`src/ragc_pkg.sv`:
```
// constants, tables and types for the record-path automatic gain control
package ragc_pkg;

  ////////////////////////////////////////////////////////////////////////////
  // register port
  localparam int unsigned ADDR_W = 7;
  localparam int unsigned DATA_W = 8;

  localparam logic [6:0] RIGHT_ATTACK_EXTENDED_OFS = 7'h67;
  localparam logic [6:0] RIGHT_DECAY_EXTENDED_OFS  = 7'h68;
  localparam logic [6:0] LEFT_ATTACK_EXTENDED_OFS  = 7'h69;
  localparam logic [6:0] LEFT_DECAY_EXTENDED_OFS   = 7'h6A;

  localparam logic [7:0] ATTACK_EXTENDED_RST = 8'h00;
  localparam logic [7:0] DECAY_EXTENDED_RST  = 8'h00;
  localparam logic [7:0] RDATA_UNMAPPED      = 8'h00;

  ////////////////////////////////////////////////////////////////////////////
  // sample path and gain code (one code step is 0.5 dB)
  localparam int unsigned SAMPLE_W  = 16;
  localparam int unsigned GAIN_W    = 7;
  localparam logic [6:0]  GAIN_ZERO = 7'h00;
  localparam logic [6:0]  GAIN_MAX  = 7'h77;
  localparam logic [15:0] FULL_POS  = 16'h7FFF;
  localparam logic [15:0] FULL_NEG  = 16'h8000;

  // running mean: 16 integer bits, 8 fraction bits, weight 1/64 per sample
  localparam int unsigned AVG_FRAC  = 8;
  localparam int unsigned AVG_W     = SAMPLE_W + AVG_FRAC;
  localparam int unsigned AVG_SHIFT = 6;

  // target levels -5.5, -8, -10, -12, -14, -17, -20, -24 dBFS as mean magnitude
  localparam logic [15:0] TARGET_LVL [8] = '{
    16'h43EF, 16'h32F5, 16'h287A, 16'h2027, 16'h198A, 16'h121F, 16'h0CCD, 16'h0814
  };

  // noise threshold: -30 dBFS at code 0, 6 dB lower per code, -90 dBFS at code 10
  localparam logic [15:0] NOISE_THR_BASE = 16'h040C;
  localparam logic [3:0]  NOISE_SEL_MAX  = 4'hA;

  ////////////////////////////////////////////////////////////////////////////
  // timing, counted in ADC output samples at the programmed reference rate
  localparam longint FSREF_HZ            = 48000;
  localparam longint ATTACK_MIN_US       = 7000;
  localparam longint ATTACK_MAX_US       = 1408000;
  localparam longint DECAY_MIN_MS        = 50;
  localparam longint DECAY_LIMIT_RATIO1_MS = 4000;
  localparam int unsigned TMR_W          = 18;
  localparam longint ATT_MIN_L = (ATTACK_MIN_US * FSREF_HZ + 999999) / 1000000;
  localparam longint ATT_MAX_L = (ATTACK_MAX_US * FSREF_HZ) / 1000000;
  localparam longint DEC_MIN_L = (DECAY_MIN_MS * FSREF_HZ + 999) / 1000;
  localparam longint DEC_LIM_L = (DECAY_LIMIT_RATIO1_MS * FSREF_HZ) / 1000;
  localparam logic [17:0] ATT_MIN_SMP = 18'(ATT_MIN_L);
  localparam logic [17:0] ATT_INC_SMP = 18'((ATT_MAX_L - ATT_MIN_L) / 255);
  localparam logic [17:0] DEC_MIN_SMP = 18'(DEC_MIN_L);
  localparam logic [17:0] DEC_INC_SMP = 18'((DEC_LIM_L - DEC_MIN_L) / 255);
  localparam logic [17:0] TMR_LIMIT   = 18'(DEC_LIM_L);

  ////////////////////////////////////////////////////////////////////////////
  typedef enum logic [0:0] {
    GATE_OPEN   = 1'b0,
    GATE_CLOSED = 1'b1
  } ragc_gate_e;

endpackage : ragc_pkg

```
`src/ragc_record_agc.sv`:
```
// stereo record-path automatic gain control, one controller per adc channel
`timescale 1ns/10ps
`default_nettype none

// Notes on behaviour
// - left and right each own a full controller and settings; nothing shared.
// - amplitude is a running mean of sample magnitude, never a peak.
// - with control off, amplifier gain follows the manual gain input.
// - enabled, gain falls when mean exceeds target and rises below target.
// - eight target levels from -5.5 dBFS to -24 dBFS.
// - attack step interval programmable, 7 ms to 1408 ms.
// - extended attack registers: right at 0x67, left at 0x69.
// - decay step interval programmable, 0.05 s to 4 s.
// - extended decay registers: right at 0x68, left at 0x6A.
// - decay uses a fixed-length sample counter, so limit scales with rate divider.
// - below noise threshold, gain ramps to 0 dB one step per sample; flag set.
// - while gated, gain stays 0 dB until mean rises above threshold raised by hysteresis.
// - noise threshold -30 to -90 dBFS, and the gate can be switched off.
// - gate decision has programmable debounce and hysteresis.
// - with control on, gain never rises above a programmable ceiling, 0 to 59.5 dB.
// - timing counted from the reference sample rate; single-rate mode only.
// - each gain move is one 0.5 dB step per one or two samples.
// - gain spans 0 to 59.5 dB and the amplifier is muted after reset.
module ragc_record_agc (
  input  wire logic        ref_clk_i,
  input  wire logic        reset_n_i,
  // register port
  input  wire logic [6:0]  reg_addr_i,
  input  wire logic        reg_wr_i,
  input  wire logic [7:0]  reg_wdata_i,
  input  wire logic        reg_rd_i,
  output logic      [7:0]  reg_rdata_o,
  // decimated adc samples, one strobe per output sample
  input  wire logic [15:0] adc_sample_left_i,
  input  wire logic        adc_sample_valid_left_i,
  input  wire logic [15:0] adc_sample_right_i,
  input  wire logic        adc_sample_valid_right_i,
  // left channel settings
  input  wire logic        agc_enable_left_i,
  input  wire logic [2:0]  target_sel_left_i,
  input  wire logic        noise_gate_enable_left_i,
  input  wire logic [3:0]  noise_thr_sel_left_i,
  input  wire logic [1:0]  hysteresis_sel_left_i,
  input  wire logic [7:0]  debounce_len_left_i,
  input  wire logic [6:0]  max_gain_left_i,
  input  wire logic [6:0]  manual_gain_left_i,
  input  wire logic        mute_left_i,
  input  wire logic        step_slow_left_i,
  // right channel settings
  input  wire logic        agc_enable_right_i,
  input  wire logic [2:0]  target_sel_right_i,
  input  wire logic        noise_gate_enable_right_i,
  input  wire logic [3:0]  noise_thr_sel_right_i,
  input  wire logic [1:0]  hysteresis_sel_right_i,
  input  wire logic [7:0]  debounce_len_right_i,
  input  wire logic [6:0]  max_gain_right_i,
  input  wire logic [6:0]  manual_gain_right_i,
  input  wire logic        mute_right_i,
  input  wire logic        step_slow_right_i,
  // amplifier control and status
  output logic      [6:0]  pga_gain_left_o,
  output logic             pga_mute_left_o,
  output logic             noise_gate_flag_left_o,
  output logic             saturation_flag_left_o,
  output logic      [6:0]  pga_gain_right_o,
  output logic             pga_mute_right_o,
  output logic             noise_gate_flag_right_o,
  output logic             saturation_flag_right_o
);

  ////////////////////////////////////////////////////////////////////////////
  // channel index 0 is left, 1 is right
  logic [15:0] smp_w      [2];
  logic        smp_vld_w  [2];
  logic        agc_en_w   [2];
  logic [2:0]  tgt_sel_w  [2];
  logic        ng_en_w    [2];
  logic [3:0]  ng_sel_w   [2];
  logic [1:0]  hyst_sel_w [2];
  logic [7:0]  deb_len_w  [2];
  logic [6:0]  max_gain_w [2];
  logic [6:0]  man_gain_w [2];
  logic        mute_w     [2];
  logic        slow_w     [2];
  logic [6:0]  gain_w     [2];
  logic        pmute_w    [2];
  logic        gate_w     [2];
  logic        sat_w      [2];

  assign smp_w[0]      = adc_sample_left_i;
  assign smp_w[1]      = adc_sample_right_i;
  assign smp_vld_w[0]  = adc_sample_valid_left_i;
  assign smp_vld_w[1]  = adc_sample_valid_right_i;
  assign agc_en_w[0]   = agc_enable_left_i;
  assign agc_en_w[1]   = agc_enable_right_i;
  assign tgt_sel_w[0]  = target_sel_left_i;
  assign tgt_sel_w[1]  = target_sel_right_i;
  assign ng_en_w[0]    = noise_gate_enable_left_i;
  assign ng_en_w[1]    = noise_gate_enable_right_i;
  assign ng_sel_w[0]   = noise_thr_sel_left_i;
  assign ng_sel_w[1]   = noise_thr_sel_right_i;
  assign hyst_sel_w[0] = hysteresis_sel_left_i;
  assign hyst_sel_w[1] = hysteresis_sel_right_i;
  assign deb_len_w[0]  = debounce_len_left_i;
  assign deb_len_w[1]  = debounce_len_right_i;
  assign max_gain_w[0] = max_gain_left_i;
  assign max_gain_w[1] = max_gain_right_i;
  assign man_gain_w[0] = manual_gain_left_i;
  assign man_gain_w[1] = manual_gain_right_i;
  assign mute_w[0]     = mute_left_i;
  assign mute_w[1]     = mute_right_i;
  assign slow_w[0]     = step_slow_left_i;
  assign slow_w[1]     = step_slow_right_i;

  assign pga_gain_left_o         = gain_w[0];
  assign pga_gain_right_o        = gain_w[1];
  assign pga_mute_left_o         = pmute_w[0];
  assign pga_mute_right_o        = pmute_w[1];
  assign noise_gate_flag_left_o  = gate_w[0];
  assign noise_gate_flag_right_o = gate_w[1];
  assign saturation_flag_left_o  = sat_w[0];
  assign saturation_flag_right_o = sat_w[1];

  ////////////////////////////////////////////////////////////////////////////
  // extended attack and decay registers
  logic [7:0] att_ff [2];
  logic [7:0] dec_ff [2];
  logic [7:0] rdata_ff;
  logic [6:0] att_addr_w [2];
  logic [6:0] dec_addr_w [2];
  logic [7:0] nxt_rdata;

  assign att_addr_w[0] = ragc_pkg::LEFT_ATTACK_EXTENDED_OFS;
  assign att_addr_w[1] = ragc_pkg::RIGHT_ATTACK_EXTENDED_OFS;
  assign dec_addr_w[0] = ragc_pkg::LEFT_DECAY_EXTENDED_OFS;
  assign dec_addr_w[1] = ragc_pkg::RIGHT_DECAY_EXTENDED_OFS;

  // a read in the same cycle as a write returns the old value
  assign nxt_rdata =
    (reg_addr_i == att_addr_w[0]) ? att_ff[0] :
    (reg_addr_i == att_addr_w[1]) ? att_ff[1] :
    (reg_addr_i == dec_addr_w[0]) ? dec_ff[0] :
    (reg_addr_i == dec_addr_w[1]) ? dec_ff[1] : ragc_pkg::RDATA_UNMAPPED;

  always_ff @(posedge ref_clk_i or negedge reset_n_i) begin
    if (!reset_n_i) begin
      rdata_ff <= ragc_pkg::RDATA_UNMAPPED;
    end else if (reg_rd_i) begin
      rdata_ff <= nxt_rdata;
    end
  end

  assign reg_rdata_o = rdata_ff;

  ////////////////////////////////////////////////////////////////////////////
  // one independent controller per channel
  genvar ch;
  for (ch = 0; ch < 2; ch++) begin : g_chan
    logic [23:0] avg_ff;
    logic [6:0]  gain_ff;
    logic [17:0] tmr_ff;
    logic [7:0]  deb_ff;
    logic        phase_ff;
    logic        sat_ff;
    logic        mute_ff;
    ragc_pkg::ragc_gate_e gate_ff;

    logic               att_wr_w;
    logic               dec_wr_w;
    logic [15:0]        mag_w;
    logic signed [24:0] diff_w;
    logic [23:0]        nxt_avg;
    logic [15:0]        avg_int_w;
    logic [15:0]        tgt_w;
    logic [3:0]         ng_cl_w;
    logic [15:0]        thr_w;
    logic [17:0]        rel_w;
    logic               below_w;
    logic               above_w;
    logic               gated_w;
    logic               flip_cond_w;
    logic               deb_done_w;
    logic [6:0]         max_cl_w;
    logic [6:0]         man_cl_w;
    logic               loud_w;
    logic               quiet_w;
    logic               ceil_dn_w;
    logic [17:0]        att_int_w;
    logic [17:0]        dec_int_w;
    logic               pace_w;
    logic               step_dn_w;
    logic               step_up_w;
    logic               tmr_run_w;
    logic [6:0]         nxt_gain;
    logic [17:0]        nxt_tmr;
    logic [7:0]         nxt_deb;
    ragc_pkg::ragc_gate_e nxt_gate;

    // register writes
    assign att_wr_w = reg_wr_i & (reg_addr_i == att_addr_w[ch]);
    assign dec_wr_w = reg_wr_i & (reg_addr_i == dec_addr_w[ch]);

    always_ff @(posedge ref_clk_i or negedge reset_n_i) begin
      if (!reset_n_i) begin
        att_ff[ch] <= ragc_pkg::ATTACK_EXTENDED_RST;
        dec_ff[ch] <= ragc_pkg::DECAY_EXTENDED_RST;
      end else begin
        if (att_wr_w) att_ff[ch] <= reg_wdata_i;
        if (dec_wr_w) dec_ff[ch] <= reg_wdata_i;
      end
    end

    // mean of magnitude; -full scale maps to 0x8000 which still fits
    assign mag_w     = smp_w[ch][15] ? 16'(~smp_w[ch] + 16'h0001) : smp_w[ch];
    assign diff_w    = $signed({1'b0, mag_w, 8'h00}) - $signed({1'b0, avg_ff});
    assign nxt_avg   = 24'($signed({1'b0, avg_ff}) + (diff_w >>> ragc_pkg::AVG_SHIFT));
    assign avg_int_w = avg_ff[23:8];
    assign tgt_w     = ragc_pkg::TARGET_LVL[tgt_sel_w[ch]];

    // noise gate: enter below threshold, leave above threshold raised by hysteresis
    assign ng_cl_w     = (ng_sel_w[ch] > ragc_pkg::NOISE_SEL_MAX) ? ragc_pkg::NOISE_SEL_MAX : ng_sel_w[ch];
    assign thr_w       = ragc_pkg::NOISE_THR_BASE >> ng_cl_w;
    assign rel_w       = {2'b00, thr_w} << hyst_sel_w[ch];
    assign below_w     = avg_int_w < thr_w;
    assign above_w     = {2'b00, avg_int_w} > rel_w;
    assign gated_w     = (gate_ff == ragc_pkg::GATE_CLOSED);
    assign flip_cond_w = gated_w ? above_w : below_w;
    assign deb_done_w  = flip_cond_w & (deb_ff >= deb_len_w[ch]);

    // any lapse of the condition restarts the debounce count
    always_comb begin
      nxt_gate = gate_ff;
      nxt_deb  = 8'h00;
      if (!ng_en_w[ch] || !agc_en_w[ch]) begin
        nxt_gate = ragc_pkg::GATE_OPEN;
      end else if (deb_done_w) begin
        nxt_gate = gated_w ? ragc_pkg::GATE_OPEN : ragc_pkg::GATE_CLOSED;
      end else if (flip_cond_w) begin
        nxt_deb = deb_ff + 8'h01;
      end
    end

    // gain steering
    assign max_cl_w  = (max_gain_w[ch] > ragc_pkg::GAIN_MAX) ? ragc_pkg::GAIN_MAX : max_gain_w[ch];
    assign man_cl_w  = (man_gain_w[ch] > ragc_pkg::GAIN_MAX) ? ragc_pkg::GAIN_MAX : man_gain_w[ch];
    assign loud_w    = avg_int_w > tgt_w;
    assign quiet_w   = avg_int_w < tgt_w;
    assign ceil_dn_w = gain_ff > max_cl_w;
    assign att_int_w = 18'(ragc_pkg::ATT_MIN_SMP + att_ff[ch] * ragc_pkg::ATT_INC_SMP);
    assign dec_int_w = 18'(ragc_pkg::DEC_MIN_SMP + dec_ff[ch] * ragc_pkg::DEC_INC_SMP);
    assign pace_w    = !slow_w[ch] | phase_ff;

    // gated ramp runs every sample; other moves obey the soft-step pace
    assign step_dn_w = (agc_en_w[ch] && gated_w) ? (gain_ff != ragc_pkg::GAIN_ZERO) :
                       pace_w & (agc_en_w[ch]
                         ? (ceil_dn_w | (loud_w & (gain_ff != ragc_pkg::GAIN_ZERO)
                                         & (tmr_ff >= att_int_w)))
                         : (gain_ff > man_cl_w));
    assign step_up_w = !(agc_en_w[ch] && gated_w) & !step_dn_w & pace_w & (agc_en_w[ch]
                         ? (quiet_w & (gain_ff < max_cl_w) & (tmr_ff >= dec_int_w))
                         : (gain_ff < man_cl_w));

    assign nxt_gain  = step_dn_w ? gain_ff - 7'h01 :
                       step_up_w ? gain_ff + 7'h01 : gain_ff;
    // fixed-length counter of output samples: its limit in seconds scales with the divider
    assign tmr_run_w = agc_en_w[ch] & !gated_w & (loud_w | quiet_w);
    assign nxt_tmr   = (step_dn_w | step_up_w | !tmr_run_w) ? 18'h00000 :
                       (tmr_ff >= ragc_pkg::TMR_LIMIT) ? ragc_pkg::TMR_LIMIT : tmr_ff + 18'h00001;

    // everything advances on the sample strobe, an enable once per output sample on the reference clock
    always_ff @(posedge ref_clk_i or negedge reset_n_i) begin
      if (!reset_n_i) begin
        avg_ff   <= 24'h000000;
        gain_ff  <= ragc_pkg::GAIN_ZERO;
        tmr_ff   <= 18'h00000;
        deb_ff   <= 8'h00;
        phase_ff <= 1'b0;
        sat_ff   <= 1'b0;
        mute_ff  <= 1'b1;
        gate_ff  <= ragc_pkg::GATE_OPEN;
      end else if (smp_vld_w[ch]) begin
        avg_ff   <= nxt_avg;
        gain_ff  <= nxt_gain;
        tmr_ff   <= nxt_tmr;
        deb_ff   <= nxt_deb;
        phase_ff <= !phase_ff;
        sat_ff   <= (smp_w[ch] == ragc_pkg::FULL_POS) | (smp_w[ch] == ragc_pkg::FULL_NEG);
        mute_ff  <= mute_w[ch];
        gate_ff  <= nxt_gate;
      end
    end

    assign gain_w[ch]    = gain_ff;
    assign pmute_w[ch]   = mute_ff;
    assign gate_w[ch]    = gated_w;
    assign sat_w[ch]     = sat_ff;
  end

endmodule : ragc_record_agc

`default_nettype wire

```
`config.mk`:
```
export PLATFORM = sky130hd
export DESIGN_NAME = ragc_record_agc
export DESIGN_NICKNAME = d
export VERILOG_FILES = /design/src/ragc_pkg.sv /design/src/ragc_record_agc.sv
export SDC_FILE = /design/constraint.sdc
export NUM_CORES = 1
export LEC_CHECK = 0
export BUFFER_PORTS_ARGS = -buffer_cell sky130_fd_sc_hd__buf_4
export CORE_MARGIN = 8
export CORE_UTILIZATION = 57
export CTS_CLUSTER_SIZE = 14
export DETAILED_ROUTE_END_ITERATION = 8
export GPL_ROUTABILITY_DRIVEN = 0
export GPL_TIMING_DRIVEN = 0
export HOLD_SLACK_MARGIN = 0.06
export PLACE_DENSITY = 0.79
export SKIP_CTS_REPAIR_TIMING = 1
export SLEW_MARGIN = 10
export SYNTH_ARGS = -nofsm -noshare
export SYNTH_HDL_FRONTEND = slang
export SYNTH_SLANG_ARGS = --single-unit
```
`constraint.sdc`:
```
create_clock -name ref_clk_i -period 6.64 [get_ports ref_clk_i]
set_input_delay 0.996 -clock ref_clk_i [delete_from_list [all_inputs] [get_ports ref_clk_i]]
set_output_delay 0.996 -clock ref_clk_i [all_outputs]
set_load 0.01 [all_outputs]
```
Word-level counts from Yosys, hierarchy flattened
Memories as Yosys holds them, arrays and structs flattened.
Cells that the tools add are included.
- $add $sub $neg: 18
- multiply operators: 4
- magnitude comparators: 32
- equal/unequal tests: 8
- shift operators: 4
- multiplexer cells: 44
- bitwise gates (word level): 42
- reduce and logical (&&, ||, !) cells: 30
- operator list (cell ; count):
    16-bit two-way mux ; 6
    8-bit two-way mux ; 10
    18-bit >= comparator ; 4
    18-bit two-way mux ; 4
    16-bit less-than comparator ; 4
    7-bit two-way mux ; 8
    24-bit by 24-bit subtractor with 25-bit output ; 2
    24-bit by 19-bit adder with 24-bit output ; 2
    12-bit by 18-bit adder with 18-bit output, first input constant ; 2
    18-bit by 1-bit adder with 18-bit output, second input constant ; 2
    9-bit by 17-bit adder with 18-bit output, first input constant ; 2
    18-bit >= comparator, second input constant ; 2
    16-bit by 18-bit > comparator with 1-bit output ; 2
    8-bit by 10-bit multiplier with 18-bit output, second input constant ; 2
    16-bit by 2-bit << shifter with 18-bit output ; 2
    8-bit by 9-bit multiplier with 17-bit output, second input constant ; 2
    16-bit by 1-bit adder with 16-bit output, second input constant ; 2
    16-bit by 15-bit equality test with 1-bit output, second input constant ; 2
    16-bit equality test, second input constant ; 2
    16-bit > comparator ; 2
    16-bit NOT ; 2
    11-bit by 4-bit right shift with 16-bit output, first input constant ; 2
    7-bit equality test, second input constant ; 4
    7-bit > comparator ; 4
    19 further kinds ; 106
- bits in registers: 162
- memory bits (read-only): 256
- input port bits: 123
- memories: 2
- memory list (name ; depth ; width ; read ports ; clocked after Yosys merged registers in ; write ports ; line ; RTL):
    (name not given) ; 8 ; 16 ; 1 ; 0 ; 0 ; ragc_record_agc.sv:218 ; assign tgt_w = ragc_pkg::TARGET_LVL[tgt_sel_w[ch]];
    (name not given) ; 8 ; 16 ; 1 ; 0 ; 0 ; ragc_record_agc.sv:218 ;

Longest topological paths before layout
- depth after elaboration: 18
- mapped depth: 34
- mapped depth without buffers: 34

Least setup slack after synthesis
Ideal clock, no wire load.
- kind: register -> register
- from: register att_ff[11] (netlist name)
- to: register g_chan[0].gain_ff[6] (netlist: pga_gain_left_o[6])
- setup time: 90 ps
- arrival: 6737 ps
- slack: -186 ps
- cell stages (with the launch flop): 32
- path buffers: 1
- period minus slack after synthesis: 6826 ps
- cells stage by stage: dfrtp_1 -> ha_1 -> ha_1 -> xor2_1 -> xnor2_1 -> fa_1 -> inv_1 -> ha_1 -> a21o_1 -> a21oi_1 -> o21bai_1 -> a21oi_1 -> o21bai_1 -> a21o_1 -> a21o_1 -> a21oi_1 -> nor3_1 -> xnor2_1 -> ha_1 -> a21o_1 -> a211oi_1 -> o21ai_0 -> a21oi_2 -> clkbuf_1 -> inv_1 -> fa_1 -> a21o_1 -> a21oi_1 -> nor2b_1 -> o21a_1 -> or4_1 -> o2111ai_1
- word-level cells in the longest chain between the ends: 14
- elaborated cells on any way between the ends: 15
- ends and longest elaborated chain (element ; line ; RTL):
    start: declaration ; ragc_record_agc.sv:126 ; logic [7:0] att_ff [2];
    start signal: indexed assignment ; ragc_record_agc.sv:205 ; att_ff[ch] <= ragc_pkg::ATTACK_EXTENDED_RST;
    start signal: indexed assignment ; ragc_record_agc.sv:208 ; if (att_wr_w) att_ff[ch] <= reg_wdata_i;
    8-bit by 9-bit multiplier with 17-bit output (*) ; ragc_record_agc.sv:249 ; assign att_int_w = 18'(ragc_pkg::ATT_MIN_SMP + att_ff[ch] * ragc_pkg::ATT_INC_SMP);
    9-bit by 17-bit adder with 18-bit output (*) ; ragc_record_agc.sv:249 ;
    18-bit >= comparator (*) ; ragc_record_agc.sv:257 ; & (tmr_ff >= att_int_w)))
    1-bit bitwise AND (*) ; ragc_record_agc.sv:257 ;
    1-bit bitwise OR (*) ; ragc_record_agc.sv:256 ; ? (ceil_dn_w | (loud_w & (gain_ff != ragc_pkg::GAIN_ZERO)
    1-bit two-way mux (*) ; ragc_record_agc.sv:256 ;
    1-bit bitwise AND (*) ; ragc_record_agc.sv:255 ; pace_w & (agc_en_w[ch]
    1-bit two-way mux (*) ; ragc_record_agc.sv:254 ; assign step_dn_w = (agc_en_w[ch] && gated_w) ? (gain_ff != ragc_pkg::GAIN_ZERO) :
    1-bit logical NOT ; ragc_record_agc.sv:259 ; assign step_up_w = !(agc_en_w[ch] && gated_w) & !step_dn_w & pace_w & (agc_en_w[ch]
    1-bit bitwise AND (3 in series) ; ragc_record_agc.sv:259 ;
    2-bit nonzero test (no line) ; n/a ;
    2-bit AND reduction (no line) ; n/a ;
    end signal: assignment ; ragc_record_agc.sv:274 ; gain_ff <= ragc_pkg::GAIN_ZERO;
    end signal: assignment ; ragc_record_agc.sv:283 ; gain_ff <= nxt_gain;
    end: declaration ; ragc_record_agc.sv:160 ; logic [6:0] gain_ff;
Mark *: on every way between the ends. The rest lies on a longest branch, timed or not.
A chain may end at the register's enable or synchronous reset.

Final worst setup path
- from: register att_ff[14] (netlist name)
- to: register g_chan[0].gain_ff[6] (netlist: pga_gain_left_o[6])
Same word-level chain as after synthesis.

==> reports/qor.txt <==
Status -> finished with violations
Violated checks -> setup timing
Layout cells sized above 1 -> 15.1%
Fin crit period -> 6.81 ns
Arrival @ worst endpoint -> 7.17 ns
Clock Skews -> 0.0115 ns
Setup WS pre-CTS -> -1.03 ns
Total track usage -> 25.0%
Met1 Usage GRT -> 30.8%
Std-Cell Rows -> 72
Antenna-violating nets left -> 0
Largest area contributor in the synthesized netlist -> ha_1
Crit path required time -> 7.00 ns
Initial Utilization -> 57.8%
Final setup vio count -> 9
DRC Markers -> 0
Largest net degree at the start of global routing -> 101
Synth Cell Area -> 22400 sq um
Worst setup EP type -> register
# IOs -> 151
Post-Syn Nets -> 3247
Longest Clk Path Bufs -> 2
Fin Hold WS -> 0.473 ns
Actual slew at the worst max-slew pin -> 1.25 ns
Post-synth EDFFs -> 0
Antenna cells -> 0
Die ar. -> 45900 sq um
Cell with the most instances after synthesis -> ha_1
Total iterations of the first detailed-routing run -> 6
Top post-synthesis cells by count -> ha_1, inv_1, nand2_1
Routed len/inst -> 18.2 microns
Vias -> 20200
GRT Max-Usage Layer -> met2
Final wirelength -> 60600 microns
First-pass GRT wire length -> 97800 microns
Final-report hold violation count -> 0
Max Fanout on Critical Path -> 8
Syn Area/Cell -> 8.67 sq um
R2R depth -> 28
Post-DP HPWL -> 47300 microns
Clk Latency, worst-skew pair -> 0.45 ns
Static Leak -> 12.9 nW
PD cells -> 399 nW/um^2
Drt via density -> 6.05
Slowest cell delay on critical path -> 0.56 ns
Clk slew on worst S/H paths -> 0.06 ns
M2 GR Usage -> 44.8%
Slew Viols, Final -> 0
Number of distinct library cells after synthesis -> 81
Mapped Cells -> 2586
Final period util -> 103%
Worst R2R Setup Slack -> -0.17 ns
Synthesis-stage register bit count -> 162
CTS tree -> yes
Top-area cell type share of the netlist area -> 26.1%
RSZ-0062 raised after global routing -> true
Max-Cap Viols -> 0
Layout area overhead -> 15.0%
Synthesis warning total -> 0
H-tree depth -> 4
Root Buffer -> clkbuf_16
Congestion Overflow GR -> 0
Slew margin rel. -> 15.2%
CP startpoint kind -> register
Hold Crit Class -> reg -> reg
Max Freq -> 0.147 GHz
Synth top area cells -> ha_1, dfrtp_1, fa_1, inv_1, xnor2_1
Final #Nets -> 3469
Grt met3 use -> 2.68%
Max VDD drop -> 367 uV
Initial antenna violation count -> 0
Die height -> 214 microns
Critical path type -> reg -> reg
Min-Delay Path Depth -> 1
CTS Buf Count -> 17
Number of global-route vias before repair -> 20400
Asr flop ratio synth -> 100%
Clock sink total -> 162
Die width -> 214 microns
Core Region -> 38700 sq um
Ys flop type -> dfrtp_1
Iter 0 DRT Violations -> 1469
Filler cell count -> 3062
Seq/Total Area, Yosys -> 18.1%
Setup ws final -> -0.169 ns
Port Buffers -> 139
Crit-path slowest cell -> dfrtp_1
[sequential cells by signal, indices dropped and copies added (netlist names), 2 cells and up]
register          cells
g_chan.avg_ff        48
g_chan.tmr_ff        36
att_ff               16
dec_ff               16
g_chan.deb_ff        16
reg_rdata_o           8
pga_gain_left_o       7
pga_gain_right_o      7
g_chan.phase_ff       2
[critical path: cells and delay by family, from the launching register on]
family / cells / cell delay [ns]
XOR/XNOR: 1 / 0.24
AO/OA/AOI/OAI: 15 / 2.55
AND/OR/NAND/NOR: 3 / 0.63
flip-flops: 1 / 0.56
adder cells (fa/ha/maj): 6 / 2.20
buffers and inverters: 3 / 0.52
[report_power, final]
group          internal [mW]  switching (mW)
clock                  0.693           0.427
sequential              1.25           0.472
combinational           3.44            4.00
total                   5.39            4.90
[final timing paths]
path | start | end
max in group asynchronous | reset_n_i | pga_gain_right_o[3]$_DFFE_PN0P_
setup reg to reg | att_ff[14]$_DFFE_PN0P_ | pga_gain_left_o[6]$_DFFE_PN0P_
setup / recovery | att_ff[14]$_DFFE_PN0P_ | pga_gain_left_o[6]$_DFFE_PN0P_
hold / removal | g_chan[0].phase_ff$_DFFE_PN0P_ | g_chan[0].phase_ff$_DFFE_PN0P_
min in group asynchronous | reset_n_i | pga_gain_left_o[2]$_DFFE_PN0P_
hold reg to reg | g_chan[0].phase_ff$_DFFE_PN0P_ | g_chan[0].phase_ff$_DFFE_PN0P_
[stage by stage]
stage                     instances  area (sq um)  power, mW  setup TNS [ns]  util (%)
after floorplan                2586         22400       7.03         -0.0486         -
after global placement         3243         24100       8.31          -12.76      62.2
after detailed placement       3244         24100       8.67          -16.96      62.3
after CTS                      3274         24800       9.86          -19.10      64.0
after global routing           3337         25800       11.2           -6.77      66.5
final                          3337         25800       10.3          -0.881      66.5
[layout by cell type, fill, tap and decap left out, types with 24 or more instances in the layout]
cell	count
nand4_1	45
mux2_2	58
clkbuf_1	43
a21o_1	81
nand3_1	59
o21a_1	32
nand2_1	174
buf_4	200
a31oi_1	29
nor3_1	57
a21oi_2	24
nor4_1	27
dfrtp_1	141
fa_1	68
inv_1	295
xnor2_1	117
o21bai_1	27
nor2_1	129
and3_1	26
xor2_1	41
mux2i_1	38
ha_1	460
nand2b_1	40
nor2b_1	30
o21ai_0	134
a21oi_1	123
[cells by family after synthesis]
logic type               Yosys count  share of synthesized area, %
AND/OR/NAND/NOR                  656                          14.6
AO/OA/AOI/OAI                    615                          17.9
adder cells (fa/ha/maj)          538                          32.4
buffers and inverters            358                          6.03
flip-flops                       162                          18.1
XOR/XNOR                         161                          6.29
multiplexers                      96                          4.61
[layout make-up]
| cell class | instances | area [sq um] | area share (%) |
|---|---|---|---|
| multi-input combinational | 2066 | 17400 | 67.6 |
| inverter | 306 | 1160 | 4.52 |
| clock inverter | 9 | 179 | 0.694 |
| timing repair buffer | 203 | 1560 | 6.07 |
| buffer | 52 | 236 | 0.918 |
| clock buffer | 21 | 470 | 1.83 |
| sequential | 162 | 4080 | 15.8 |
| tap | 518 | 648 | 2.51 |
[per-layer routing]
layer  part of all wire, %  up-vias
li1                      -     9672
met4                   3.1        0
met2                    50      601
met5                     0        -
met1                    42     9778
met3                   4.6      145
No activity file was read; power rests on OpenSTA's default activity.
